### src/logic/irq_combiner_defs.svh
`ifndef IRQ_COMBINER_DEFS_SVH
`define IRQ_COMBINER_DEFS_SVH

// register byte offsets
`define OFS_INT_CONTROL 12'h00C
`define OFS_RXTH_MASK 12'h010
`define OFS_RX_MASK 12'h014
`define OFS_TX_MASK 12'h018
`define OFS_MISC_MASK 12'h01C
`define OFS_RXTH_STATE 12'h020
`define OFS_RX_STATE 12'h024
`define OFS_TX_STATE 12'h028
`define OFS_MISC_STATE 12'h02C
`define OFS_RX_LIMIT 12'h030
`define OFS_TX_LIMIT 12'h034
`define OFS_EVT_STATUS 12'h040
`define OFS_EVT_MASK 12'h044

// control fields
`define BIT_TX_PACE 21
`define BIT_RX_PACE 20
`define PRESCALE_MSB 11
`define MISC_STAT_BIT 5
`define MISC_HOST_BIT 4
`define MISC_LINK_BIT 2
`define MISC_USER_BIT 0
`define MISC_VALID_MASK 6'h35

// reset values
`define RST_INT_CONTROL 32'h0000_00A0
`define RST_LIMIT 6'h3F

// timing
`define PRESCALE_US 4
`define WINDOW_US 1000
`define WINDOW_TICKS (`WINDOW_US / `PRESCALE_US)
`define MCLK_MHZ 40

`endif

### src/logic/irq_combiner_pkg.sv
package irq_combiner_pkg;

  typedef enum logic [1:0] {
    PACE_OPEN = 2'b00,
    PACE_FULL = 2'b01
  } pace_state_e;

  typedef logic [5:0] rate_t;

endpackage

### src/logic/pace_link_if.sv
`timescale 1ns/1ps
interface pace_link_if;
  logic tick_ms;
  logic enable;
  logic [5:0] limit;
  logic request;
  logic pulse;
  modport ctl (output tick_ms, output enable, output limit, output request, input pulse);
  modport pacer (input tick_ms, input enable, input limit, input request, output pulse);
endinterface

### src/logic/pulse_pacer.sv
`timescale 1ns/1ps
`include "irq_combiner_defs.svh"
module pulse_pacer (
  // clock and reset
  input wire logic mclk,
  input wire logic rst_b,
  // control and pulse
  pace_link_if.pacer lnk
);
  irq_combiner_pkg::pace_state_e state;
  irq_combiner_pkg::pace_state_e next_state;
  irq_combiner_pkg::rate_t count;
  irq_combiner_pkg::rate_t next_count;
  logic prev_pulse;
  logic pulse_out;
  logic pulse_rise;

  // tally output rises, not request rises: a pulse reopened at a window start
  // is charged to the new window
  assign pulse_rise = pulse_out & ~prev_pulse;

  always_comb begin
    next_state = state;
    next_count = count;
    if (!lnk.enable || lnk.tick_ms) begin
      // window restart re-opens the gate; pacing off keeps the tally idle
      next_state = irq_combiner_pkg::PACE_OPEN;
      next_count = '0;
    end else begin
      case (state)
        irq_combiner_pkg::PACE_OPEN: begin
          if (pulse_rise) begin
            next_count = count + 6'h01;
          end
          // limit reached: hold off until next window
          if ((count + (pulse_rise ? 6'h01 : 6'h00)) >= lnk.limit) begin
            next_state = irq_combiner_pkg::PACE_FULL;
          end
        end
        irq_combiner_pkg::PACE_FULL: next_state = irq_combiner_pkg::PACE_FULL;
        default: next_state = irq_combiner_pkg::PACE_OPEN;
      endcase
    end
  end

  always_ff @(posedge mclk or negedge rst_b) begin
    if (!rst_b) begin
      state <= irq_combiner_pkg::PACE_OPEN;
      count <= '0;
      prev_pulse <= 1'b0;
    end else begin
      state <= next_state;
      count <= next_count;
      prev_pulse <= pulse_out;
    end
  end

  // unpaced passes straight through
  assign pulse_out = lnk.request &
    (~lnk.enable | (state == irq_combiner_pkg::PACE_OPEN && count < lnk.limit));
  assign lnk.pulse = pulse_out;

  AST_PACE_BLOCK: assert property (@(posedge mclk) disable iff (!rst_b)
    (lnk.enable && state == irq_combiner_pkg::PACE_FULL && !lnk.tick_ms) |-> !lnk.pulse)
    else $error("paced pulse leaked past limit");
  AST_UNPACED: assert property (@(posedge mclk) disable iff (!rst_b)
    !lnk.enable |-> (lnk.pulse == lnk.request))
    else $error("unpaced pulse differs from request");
endmodule

### src/logic/irq_combiner.sv
// Added by the designer: the APB interface to the registers and the placing of the registers.
`timescale 1ns/1ps
`include "irq_combiner_defs.svh"
module irq_combiner #(
  parameter int CHANNELS = 8
) (
  // clock and reset
  input wire logic mclk,
  input wire logic rst_b,
  // apb slave
  input wire logic psel,
  input wire logic penable,
  input wire logic pwrite,
  input wire logic [11:0] paddr,
  input wire logic [31:0] pwdata,
  output logic [31:0] prdata,
  output logic pready,
  output logic pslverr,
  // raw interrupt sources
  input wire logic [CHANNELS-1:0] rx_thresh_src,
  input wire logic [CHANNELS-1:0] rx_src,
  input wire logic [CHANNELS-1:0] tx_src,
  input wire logic statistics_src,
  input wire logic host_error_src,
  input wire logic link_change_src,
  input wire logic phy_access_src,
  // interrupt lines
  output logic receive_threshold_irq_line,
  output logic receive_irq_line,
  output logic transmit_irq_line,
  output logic misc_irq_line,
  output logic irq
);
  logic [31:0] int_control;
  logic [31:0] next_int_control;
  logic [CHANNELS-1:0] receive_threshold_mask_bits;
  logic [CHANNELS-1:0] next_rxth_mask;
  logic [CHANNELS-1:0] rx_mask;
  logic [CHANNELS-1:0] next_rx_mask;
  logic [CHANNELS-1:0] tx_mask;
  logic [CHANNELS-1:0] next_tx_mask;
  logic [5:0] misc_mask;
  logic [5:0] next_misc_mask;
  logic [5:0] receive_pulse_rate_limit;
  logic [5:0] next_rx_limit;
  logic [5:0] transmit_pulse_rate_limit;
  logic [5:0] next_tx_limit;
  logic [3:0] evt_status;
  logic [3:0] next_evt_status;
  logic [3:0] evt_mask;
  logic [3:0] next_evt_mask;
  logic [11:0] pre_cnt;
  logic [11:0] next_pre_cnt;
  logic [7:0] win_cnt;
  logic [7:0] next_win_cnt;
  logic tick_ms;
  logic [CHANNELS-1:0] rxth_sync1, rxth_sync2, rx_sync1, rx_sync2, tx_sync1, tx_sync2;
  logic [3:0] misc_sync1, misc_sync2;
  logic [3:0] misc_prev;
  logic [CHANNELS-1:0] receive_threshold_masked_state;
  logic [CHANNELS-1:0] rx_masked;
  logic [CHANNELS-1:0] tx_masked;
  logic [5:0] misc_raw;
  logic [5:0] misc_active;
  logic [3:0] evt_rise;
  logic wr_en;
  logic [31:0] rd_mux;
  logic [31:0] next_prdata;
  logic hit;
  logic transmit_pacing_enable;
  logic receive_pacing_enable;
  logic statistics_irq_enable, host_error_irq_enable;
  logic link_change_irq_enable, phy_access_irq_enable;
  logic statistics_irq_flag, host_error_irq_flag, link_change_irq_flag, phy_access_irq_flag;

  pace_link_if rx_lnk ();
  pace_link_if tx_lnk ();

  function automatic logic [31:0] widen(input logic [CHANNELS-1:0] v);
    widen = 32'(v);
  endfunction

  // sources are from other logic domains: two-flop synchronisers
  always_ff @(posedge mclk or negedge rst_b) begin
    if (!rst_b) begin
      rxth_sync1 <= '0;
      rxth_sync2 <= '0;
      rx_sync1 <= '0;
      rx_sync2 <= '0;
      tx_sync1 <= '0;
      tx_sync2 <= '0;
      misc_sync1 <= 4'h0;
      misc_sync2 <= 4'h0;
      misc_prev <= 4'h0;
    end else begin
      rxth_sync1 <= rx_thresh_src;
      rxth_sync2 <= rxth_sync1;
      rx_sync1 <= rx_src;
      rx_sync2 <= rx_sync1;
      tx_sync1 <= tx_src;
      tx_sync2 <= tx_sync1;
      misc_sync1 <= {statistics_src, host_error_src, link_change_src, phy_access_src};
      misc_sync2 <= misc_sync1;
      misc_prev <= misc_sync2;
    end
  end

  // masked per-channel state
  genvar g;
  generate
    for (g = 0; g < CHANNELS; g++) begin : gen_mask
      assign receive_threshold_masked_state[g] = rxth_sync2[g] & receive_threshold_mask_bits[g];
      assign rx_masked[g] = rx_sync2[g] & rx_mask[g];
      assign tx_masked[g] = tx_sync2[g] & tx_mask[g];
    end
  endgenerate

  assign statistics_irq_enable = misc_mask[`MISC_STAT_BIT];
  assign host_error_irq_enable = misc_mask[`MISC_HOST_BIT];
  assign link_change_irq_enable = misc_mask[`MISC_LINK_BIT];
  assign phy_access_irq_enable = misc_mask[`MISC_USER_BIT];
  assign misc_raw = {misc_sync2[3], misc_sync2[2], 1'b0, misc_sync2[1], 1'b0, misc_sync2[0]};
  assign misc_active = misc_raw & misc_mask;
  // printed encoding: 0 means occurred
  assign statistics_irq_flag = ~misc_active[`MISC_STAT_BIT];
  assign host_error_irq_flag = ~misc_active[`MISC_HOST_BIT];
  assign link_change_irq_flag = ~misc_active[`MISC_LINK_BIT];
  assign phy_access_irq_flag = ~misc_active[`MISC_USER_BIT];

  assign transmit_pacing_enable = int_control[`BIT_TX_PACE];
  assign receive_pacing_enable = int_control[`BIT_RX_PACE];

  // prescaler and millisecond window
  always_comb begin
    next_pre_cnt = pre_cnt + 12'h001;
    next_win_cnt = win_cnt;
    tick_ms = 1'b0;
    if (pre_cnt + 12'h001 >= int_control[`PRESCALE_MSB:0]) begin
      next_pre_cnt = 12'h000;
      next_win_cnt = win_cnt + 8'h01;
      if (win_cnt == 8'(`WINDOW_TICKS - 1)) begin
        next_win_cnt = 8'h00;
        tick_ms = 1'b1;
      end
    end
  end

  always_ff @(posedge mclk or negedge rst_b) begin
    if (!rst_b) begin
      pre_cnt <= 12'h000;
      win_cnt <= 8'h00;
    end else begin
      pre_cnt <= next_pre_cnt;
      win_cnt <= next_win_cnt;
    end
  end

  assign rx_lnk.tick_ms = tick_ms;
  assign rx_lnk.enable = receive_pacing_enable;
  assign rx_lnk.limit = receive_pulse_rate_limit;
  assign rx_lnk.request = |rx_masked;
  assign tx_lnk.tick_ms = tick_ms;
  assign tx_lnk.enable = transmit_pacing_enable;
  assign tx_lnk.limit = transmit_pulse_rate_limit;
  assign tx_lnk.request = |tx_masked;

  pulse_pacer u_rx_pacer (
    .mclk(mclk),
    .rst_b(rst_b),
    .lnk(rx_lnk.pacer)
  );

  pulse_pacer u_tx_pacer (
    .mclk(mclk),
    .rst_b(rst_b),
    .lnk(tx_lnk.pacer)
  );

  assign receive_threshold_irq_line = |receive_threshold_masked_state;
  assign receive_irq_line = rx_lnk.pulse;
  assign transmit_irq_line = tx_lnk.pulse;
  assign misc_irq_line = |misc_active;

  // apb: zero wait states, error on unmapped address
  assign wr_en = psel & penable & pwrite;
  assign pready = 1'b1;

  always_comb begin
    hit = 1'b1;
    case (paddr)
      `OFS_INT_CONTROL: rd_mux = int_control;
      `OFS_RXTH_MASK: rd_mux = widen(receive_threshold_mask_bits);
      `OFS_RX_MASK: rd_mux = widen(rx_mask);
      `OFS_TX_MASK: rd_mux = widen(tx_mask);
      `OFS_MISC_MASK: rd_mux = {26'h0, misc_mask};
      `OFS_RXTH_STATE: rd_mux = widen(receive_threshold_masked_state);
      `OFS_RX_STATE: rd_mux = widen(rx_masked);
      `OFS_TX_STATE: rd_mux = widen(tx_masked);
      `OFS_MISC_STATE: rd_mux = {26'h0, statistics_irq_flag, host_error_irq_flag, 1'b0,
                                 link_change_irq_flag, 1'b0, phy_access_irq_flag};
      `OFS_RX_LIMIT: rd_mux = {26'h0, receive_pulse_rate_limit};
      `OFS_TX_LIMIT: rd_mux = {26'h0, transmit_pulse_rate_limit};
      `OFS_EVT_STATUS: rd_mux = {28'h0, evt_status};
      `OFS_EVT_MASK: rd_mux = {28'h0, evt_mask};
      default: begin
        rd_mux = 32'h0000_0000;
        hit = 1'b0;
      end
    endcase
  end
  assign pslverr = psel & penable & ~hit;
  assign prdata = rd_mux;

  // sticky events: rising edge of any misc source, set wins over clear
  assign evt_rise = misc_sync2 & ~misc_prev;

  always_comb begin
    next_int_control = int_control;
    next_rxth_mask = receive_threshold_mask_bits;
    next_rx_mask = rx_mask;
    next_tx_mask = tx_mask;
    next_misc_mask = misc_mask;
    next_rx_limit = receive_pulse_rate_limit;
    next_tx_limit = transmit_pulse_rate_limit;
    next_evt_mask = evt_mask;
    next_evt_status = evt_status;
    if (wr_en) begin
      case (paddr)
        `OFS_INT_CONTROL: next_int_control = pwdata & 32'h8030_0FFF;
        `OFS_RXTH_MASK: next_rxth_mask = pwdata[CHANNELS-1:0];
        `OFS_RX_MASK: next_rx_mask = pwdata[CHANNELS-1:0];
        `OFS_TX_MASK: next_tx_mask = pwdata[CHANNELS-1:0];
        // reserved bits 3 and 1 are dropped
        `OFS_MISC_MASK: next_misc_mask = pwdata[5:0] & `MISC_VALID_MASK;
        `OFS_RX_LIMIT: next_rx_limit = pwdata[5:0];
        `OFS_TX_LIMIT: next_tx_limit = pwdata[5:0];
        `OFS_EVT_STATUS: next_evt_status = evt_status & ~pwdata[3:0];
        `OFS_EVT_MASK: next_evt_mask = pwdata[3:0];
        default: next_int_control = int_control;
      endcase
    end
    next_evt_status = next_evt_status | evt_rise;
  end

  always_ff @(posedge mclk or negedge rst_b) begin
    if (!rst_b) begin
      int_control <= `RST_INT_CONTROL;
      receive_threshold_mask_bits <= '0;
      rx_mask <= '0;
      tx_mask <= '0;
      misc_mask <= 6'h00;
      receive_pulse_rate_limit <= `RST_LIMIT;
      transmit_pulse_rate_limit <= `RST_LIMIT;
      evt_status <= 4'h0;
      evt_mask <= 4'h0;
    end else begin
      int_control <= next_int_control;
      receive_threshold_mask_bits <= next_rxth_mask;
      rx_mask <= next_rx_mask;
      tx_mask <= next_tx_mask;
      misc_mask <= next_misc_mask;
      receive_pulse_rate_limit <= next_rx_limit;
      transmit_pulse_rate_limit <= next_tx_limit;
      evt_status <= next_evt_status;
      evt_mask <= next_evt_mask;
    end
  end

  assign irq = |(evt_status & evt_mask);

  AST_RXTH_LINE: assert property (@(posedge mclk) disable iff (!rst_b)
    receive_threshold_irq_line == |(rxth_sync2 & receive_threshold_mask_bits))
    else $error("threshold line disagrees with masked sources");
  AST_RX_STATE: assert property (@(posedge mclk) disable iff (!rst_b)
    (psel && !pwrite && paddr == `OFS_RX_STATE) |-> prdata[CHANNELS-1:0] == (rx_sync2 & rx_mask))
    else $error("receive state readback wrong");
  AST_TX_LINE_OFF: assert property (@(posedge mclk) disable iff (!rst_b)
    (tx_mask == '0) |-> !transmit_irq_line)
    else $error("transmit line with all sources masked");
  AST_MISC_RSVD: assert property (@(posedge mclk) disable iff (!rst_b)
    misc_mask[3] == 1'b0 && misc_mask[1] == 1'b0)
    else $error("reserved misc mask bit set");
  AST_MISC_FLAG: assert property (@(posedge mclk) disable iff (!rst_b)
    (misc_sync2[3] && statistics_irq_enable) |-> !statistics_irq_flag)
    else $error("statistics flag encoding wrong");
  AST_LINK_FLAG: assert property (@(posedge mclk) disable iff (!rst_b)
    !link_change_irq_enable |-> link_change_irq_flag)
    else $error("link flag set while disabled");
  AST_WINDOW: assert property (@(posedge mclk) disable iff (!rst_b)
    tick_ms |-> win_cnt == 8'hF9 ##1 win_cnt == 8'h00)
    else $error("window tick out of place");
  AST_STICKY: assert property (@(posedge mclk) disable iff (!rst_b)
    evt_rise[0] |=> evt_status[0])
    else $error("event lost");
  AST_RX_LINE_OFF: assert property (@(posedge mclk) disable iff (!rst_b)
    (rx_mask == '0) |-> !receive_irq_line)
    else $error("receive line with all sources masked");
  AST_RXTH_STATE: assert property (@(posedge mclk) disable iff (!rst_b)
    (psel && !pwrite && paddr == `OFS_RXTH_STATE) |->
      prdata[CHANNELS-1:0] == (rxth_sync2 & receive_threshold_mask_bits))
    else $error("threshold state readback wrong");
  AST_TX_STATE: assert property (@(posedge mclk) disable iff (!rst_b)
    (psel && !pwrite && paddr == `OFS_TX_STATE) |->
      prdata[CHANNELS-1:0] == (tx_sync2 & tx_mask))
    else $error("transmit state readback wrong");
  AST_STATE_RSVD: assert property (@(posedge mclk) disable iff (!rst_b)
    (psel && paddr == `OFS_RX_STATE) |-> prdata[31:CHANNELS] == '0)
    else $error("reserved receive state bits not zero");
  AST_HOST_FLAG: assert property (@(posedge mclk) disable iff (!rst_b)
    (misc_sync2[2] && host_error_irq_enable) |-> !host_error_irq_flag)
    else $error("host error flag encoding wrong");
  AST_USER_FLAG: assert property (@(posedge mclk) disable iff (!rst_b)
    !phy_access_irq_enable |-> phy_access_irq_flag)
    else $error("phy access flag set while disabled");
  AST_PRESCALE: assert property (@(posedge mclk) disable iff (!rst_b)
    (int_control[`PRESCALE_MSB:0] != 12'h000 && $stable(int_control[`PRESCALE_MSB:0]))
      |-> pre_cnt < int_control[`PRESCALE_MSB:0])
    else $error("prescaler ran past its period");
  AST_RX_UNPACED: assert property (@(posedge mclk) disable iff (!rst_b)
    !receive_pacing_enable |-> receive_irq_line == |rx_masked)
    else $error("unpaced receive line differs from masked sources");
  AST_TX_UNPACED: assert property (@(posedge mclk) disable iff (!rst_b)
    !transmit_pacing_enable |-> transmit_irq_line == |tx_masked)
    else $error("unpaced transmit line differs from masked sources");
  AST_RX_ZERO_LIMIT: assert property (@(posedge mclk) disable iff (!rst_b)
    (receive_pacing_enable && receive_pulse_rate_limit == 6'h00) |-> !receive_irq_line)
    else $error("receive line with zero allowance");
  AST_TX_ZERO_LIMIT: assert property (@(posedge mclk) disable iff (!rst_b)
    (transmit_pacing_enable && transmit_pulse_rate_limit == 6'h00) |-> !transmit_irq_line)
    else $error("transmit line with zero allowance");
  AST_MISC_LINE_OFF: assert property (@(posedge mclk) disable iff (!rst_b)
    (misc_mask == 6'h00) |-> !misc_irq_line)
    else $error("misc line with all sources masked");
endmodule

### config.mk
export PLATFORM = sky130hd
export DESIGN_NAME = irq_combiner
export DESIGN_NICKNAME = d
export VERILOG_FILES = /design/src/logic/irq_combiner_pkg.sv /design/src/logic/pace_link_if.sv /design/src/logic/pulse_pacer.sv /design/src/logic/irq_combiner.sv
export VERILOG_INCLUDE_DIRS = /design/src /design/src/logic
export SDC_FILE = /design/constraint.sdc
export NUM_CORES = 1
export LEC_CHECK = 0
export CORE_ASPECT_RATIO = 1.1
export CORE_MARGIN = 1.5
export CORE_UTILIZATION = 64
export CTS_CLUSTER_DIAMETER = 50
export DETAILED_ROUTE_END_ITERATION = 16
export DONT_BUFFER_PORTS = 1
export PLACE_DENSITY_LB_ADDON = 0.3
export SETUP_SLACK_MARGIN = 0.5
export SYNTH_ARGS = -nofsm -noshare
export SYNTH_HDL_FRONTEND = slang
export SYNTH_HIERARCHICAL = 1
export SYNTH_SLANG_ARGS = --single-unit
### constraint.sdc
create_clock -name mclk -period 4 [get_ports mclk]
set_clock_uncertainty 0.15 [all_clocks]
set_input_delay 0.2 -clock mclk [delete_from_list [all_inputs] [get_ports mclk]]
set_output_delay 0.2 -clock mclk [all_outputs]
set_load 0.01 [all_outputs]
==> summary.txt <==
crit path max fanout = 8
Bufs on Longest Clock Path = 2
kind of critical path = flop to flop
Die Ht = 122 um
DP Worst Slack = 0.513 ns
Synth Flop Type = dfrtp_1
Ys Warns = 6
status = complete, but fails checks
full die area = 13600 sq um
Post-synth EDFFs = 0
CP arrival = 3.53 ns
PwrDens = 362 nW/um^2
hold bufs inserted after CTS = 43
CTS tree = yes
minimum clock period = 3.36 ns
Yosys reg bits = 159
Clock Latency Late Sink = 0.44 ns
Final nets = 911
Required @ worst endpoint = 4.17 ns
IO buf count = 0
most frequent cells in the layout = 144 x dfrtp_1, 76 x nand2_1, 49 x mux2_2, 43 x dlygate4sd3_1, 41 x ha_1
startpoint types = flop
Layout area overhead = 14.0%
WP buf/inv = 0
Netlist Area Pre-Place = 8250 sq um
hold crit path type = input pin to asynchronous set/reset pin
Clk pin slew, worst setup/hold paths = 0.08 ns
Die Wd = 111 um
Placed Cells = 884
Slew @ Worst Pin = 0.875 ns
max-slew violation count = 0
vias in the first global route = 6070
CTS root buf = clkbuf_16
post-route setup TNS = 0 ns
WHS = -0.705 ns
Final HPWL DP = 14.1 mm
total power = 0.00340 W
Finish-stage setup viols = 0
Crit path max-delay family = simple AND/OR/NAND/NOR gates
period utilization = 84.0%
TritonCTS Buffers = 17
antenna violations before repair = 1
Slowest-stage cell, CP = dfrtp_2
ANT nets after route = 0
area of the multi-input gates = 3970 sq um
CP Cell Sequence = and4_2 > and3_1 > nand4_1 > xnor2_2 > ha_1 > nand4_1 > nor2_1 > o21ai_2 > o21a_1 > nor2_4 > nand2b_1 > nor4b_2 > a32o_1
Initial Utilization = 65.6%
element type at the critical path end = flop
Non-Filler Instances = 962
largest net degree at the start of global routing = 160
delay of the slowest critical-path stage = 0.42 ns
Layout Utilization = 74.7%
Worst slew margin = 41.7%
CTS Sinks = 159
Max Cap Viol = 0
fillers = 828
CTS H-Tree Depth = 4
synth unique cells = 78
Iter 0 DRT Violations = 592
first drt pass iteration count = 6
area of the core = 12600 sq um
Final Hold Violating Endpoints = 159
row count = 43
drc violations = 0
Routability Congestion = 0.974
Async SR Flop Fraction = 100%
GRT overflow = 0
Mean Syn Cell Area = 11.0 sq um
routed wire length = 21.0 mm
fin worst setup slack = 0.640 ns
failing checks = negative hold slack
register area = 4000 sq um
Post-Synthesis Cells = 747
RSZ-0062 raised after global routing = yes
maximum vdd drop = 339 uV
Seq/Total Area, Yosys = 48.4%
total leakage power = 4.21 nW
layout cells sized above 1 = 18.4%
Fmax achieved = 298 MHz
Via density = 6.43
boundary pin count = 116
most common cell after layout, fill and taps aside = dfrtp_1
routed vias = 6185
WL per Instance = 21.9 um
first-pass GRT wire length = 33.1 mm
Crit path top cell by count = nand4_1
Tot GR Track Use = 31.9%
## cell type report
cell class	count	share of cell area [%]
antenna	1	0.0266
timing repair buffer	51	5.25
tap	157	2.09
sequential	159	42.5
clock buffer	17	4.52
inverter	36	1.44
clock inverter	15	2.02
multi-input combinational	526	42.2
## cells in the mapped netlist, types with 3 or more instances
cell type	n	area (sq um)
a221oi_1	4	35.0
ha_1	43	538
nor4b_1	4	35.0
and3_1	17	106
a21oi_1	21	105
dfstp_2	14	368
nor4_4	5	106
a32o_1	7	70.1
mux2i_1	5	50.1
nand3_1	31	155
a22oi_1	13	97.6
a211oi_1	3	22.5
xnor2_1	14	123
o21ai_0	36	180
nand4b_1	4	35.0
nand2b_1	8	50.1
inv_1	36	135
nand4_1	12	75.1
a32oi_1	5	43.8
or3_1	5	31.3
nor2_1	25	93.8
buf_4	22	165
nor2b_1	7	43.8
a31oi_1	4	25.0
o21ai_1	3	15.0
a22o_1	6	52.6
clkbuf_1	5	18.8
or2_2	3	18.8
buf_2	7	35.0
mux2_2	49	552
o211ai_1	11	82.6
buf_6	6	67.6
and4_1	3	26.3
nor3_1	7	35.0
xor2_1	4	35.0
dfrtp_1	145	3630
nand2_1	76	285
o2bb2ai_1	3	26.3
and2_1	15	93.8
a211o_1	4	35.0
## sequential cells by signal (all words and copies together) (netlist names), 8 cells and up
name and cells:
rx_sync1 8, rx_mask 8, int_control 15, win_cnt 8, rxth_sync1 8, tx_sync1 8
rxth_sync2 8, tx_sync2 8, pre_cnt 12, receive_threshold_mask_bits 8, rx_sync2 8, tx_mask 8
## layer usage
metal / GRT usage, % / share of wire [%] / vias to the layer above
li1: - / - / 2764
met1: 42.0 / 41 / 3093
met2: 52.2 / 49 / 282
met3: 8.41 / 7.6 / 46
met4: 10.4 / 2.2 / 0
met5: 0 / 0 / -
## worst reg2reg max path: stages (launching register included)
cell and delay [ns]:
dfrtp_2 0.42, and4_2 0.28, and3_1 0.22, nand4_1 0.17
xnor2_2 0.18, ha_1 0.30, nand4_1 0.13, nor2_1 0.21
o21ai_2 0.16, o21a_1 0.24, nor2_4 0.23, nand2b_1 0.27
nor4b_2 0.08, a32o_1 0.22
## repair_timing
action                                 CTS  global route
buffers inserted                         0             2
setup endpoints to repair                2            14
pin swaps                                0             2
endpoints found under the hold margin  250           159
gates resized for setup                  2            17
## cell families after synthesis
logic type / synth area share, %
and+or+nand+nor: 18.2
other: 0.0910
muxes: 7.56
xor gates and xnor gates: 1.91
adders and majority gates: 6.52
buffers and inverters: 5.23
AOI/OAI and AO/OA: 12.1
DFF: 48.4
## path summary, 6_finish.rpt
path	startpoint	end	slack, ns	cells past startpoint
setup / recovery	pre_cnt[2]$_DFF_PN0_	u_rx_pacer/count[2]$_DFFE_PN0P_	0.64	13
hold / removal	rst_b	misc_sync2[1]$_DFF_PN0_	-0.70	0
setup reg to reg	pre_cnt[2]$_DFF_PN0_	u_rx_pacer/count[2]$_DFFE_PN0P_	0.64	13
hold reg to reg	rx_sync1[1]$_DFF_PN0_	rx_sync2[1]$_DFF_PN0_	0.20	0
max in group asynchronous	rst_b	int_control[7]$_DFFE_PN1P_	4.11	0
min in group mclk	paddr[6]	misc_mask[2]$_DFFE_PN0P_	0.05	3
## power breakdown
group,total [W],switching (W),internal [W]
combinational,0.000109,0.0000600,0.0000490
clock,0.00163,0.000787,0.000848
sequential,0.00166,0.0000171,0.00164
total,0.00340,0.000864,0.00254
## metrics by stage
stage               instance area [sq um]  hold WS [ns]
finish                               9410        -0.705
global route                         9410        -0.712
CTS                                  9310        -0.707
detailed placement                   8260        -0.241
global placement                     8260        -0.242
floorplan                            8310        -0.246
(Power assumes the default switching activity.)
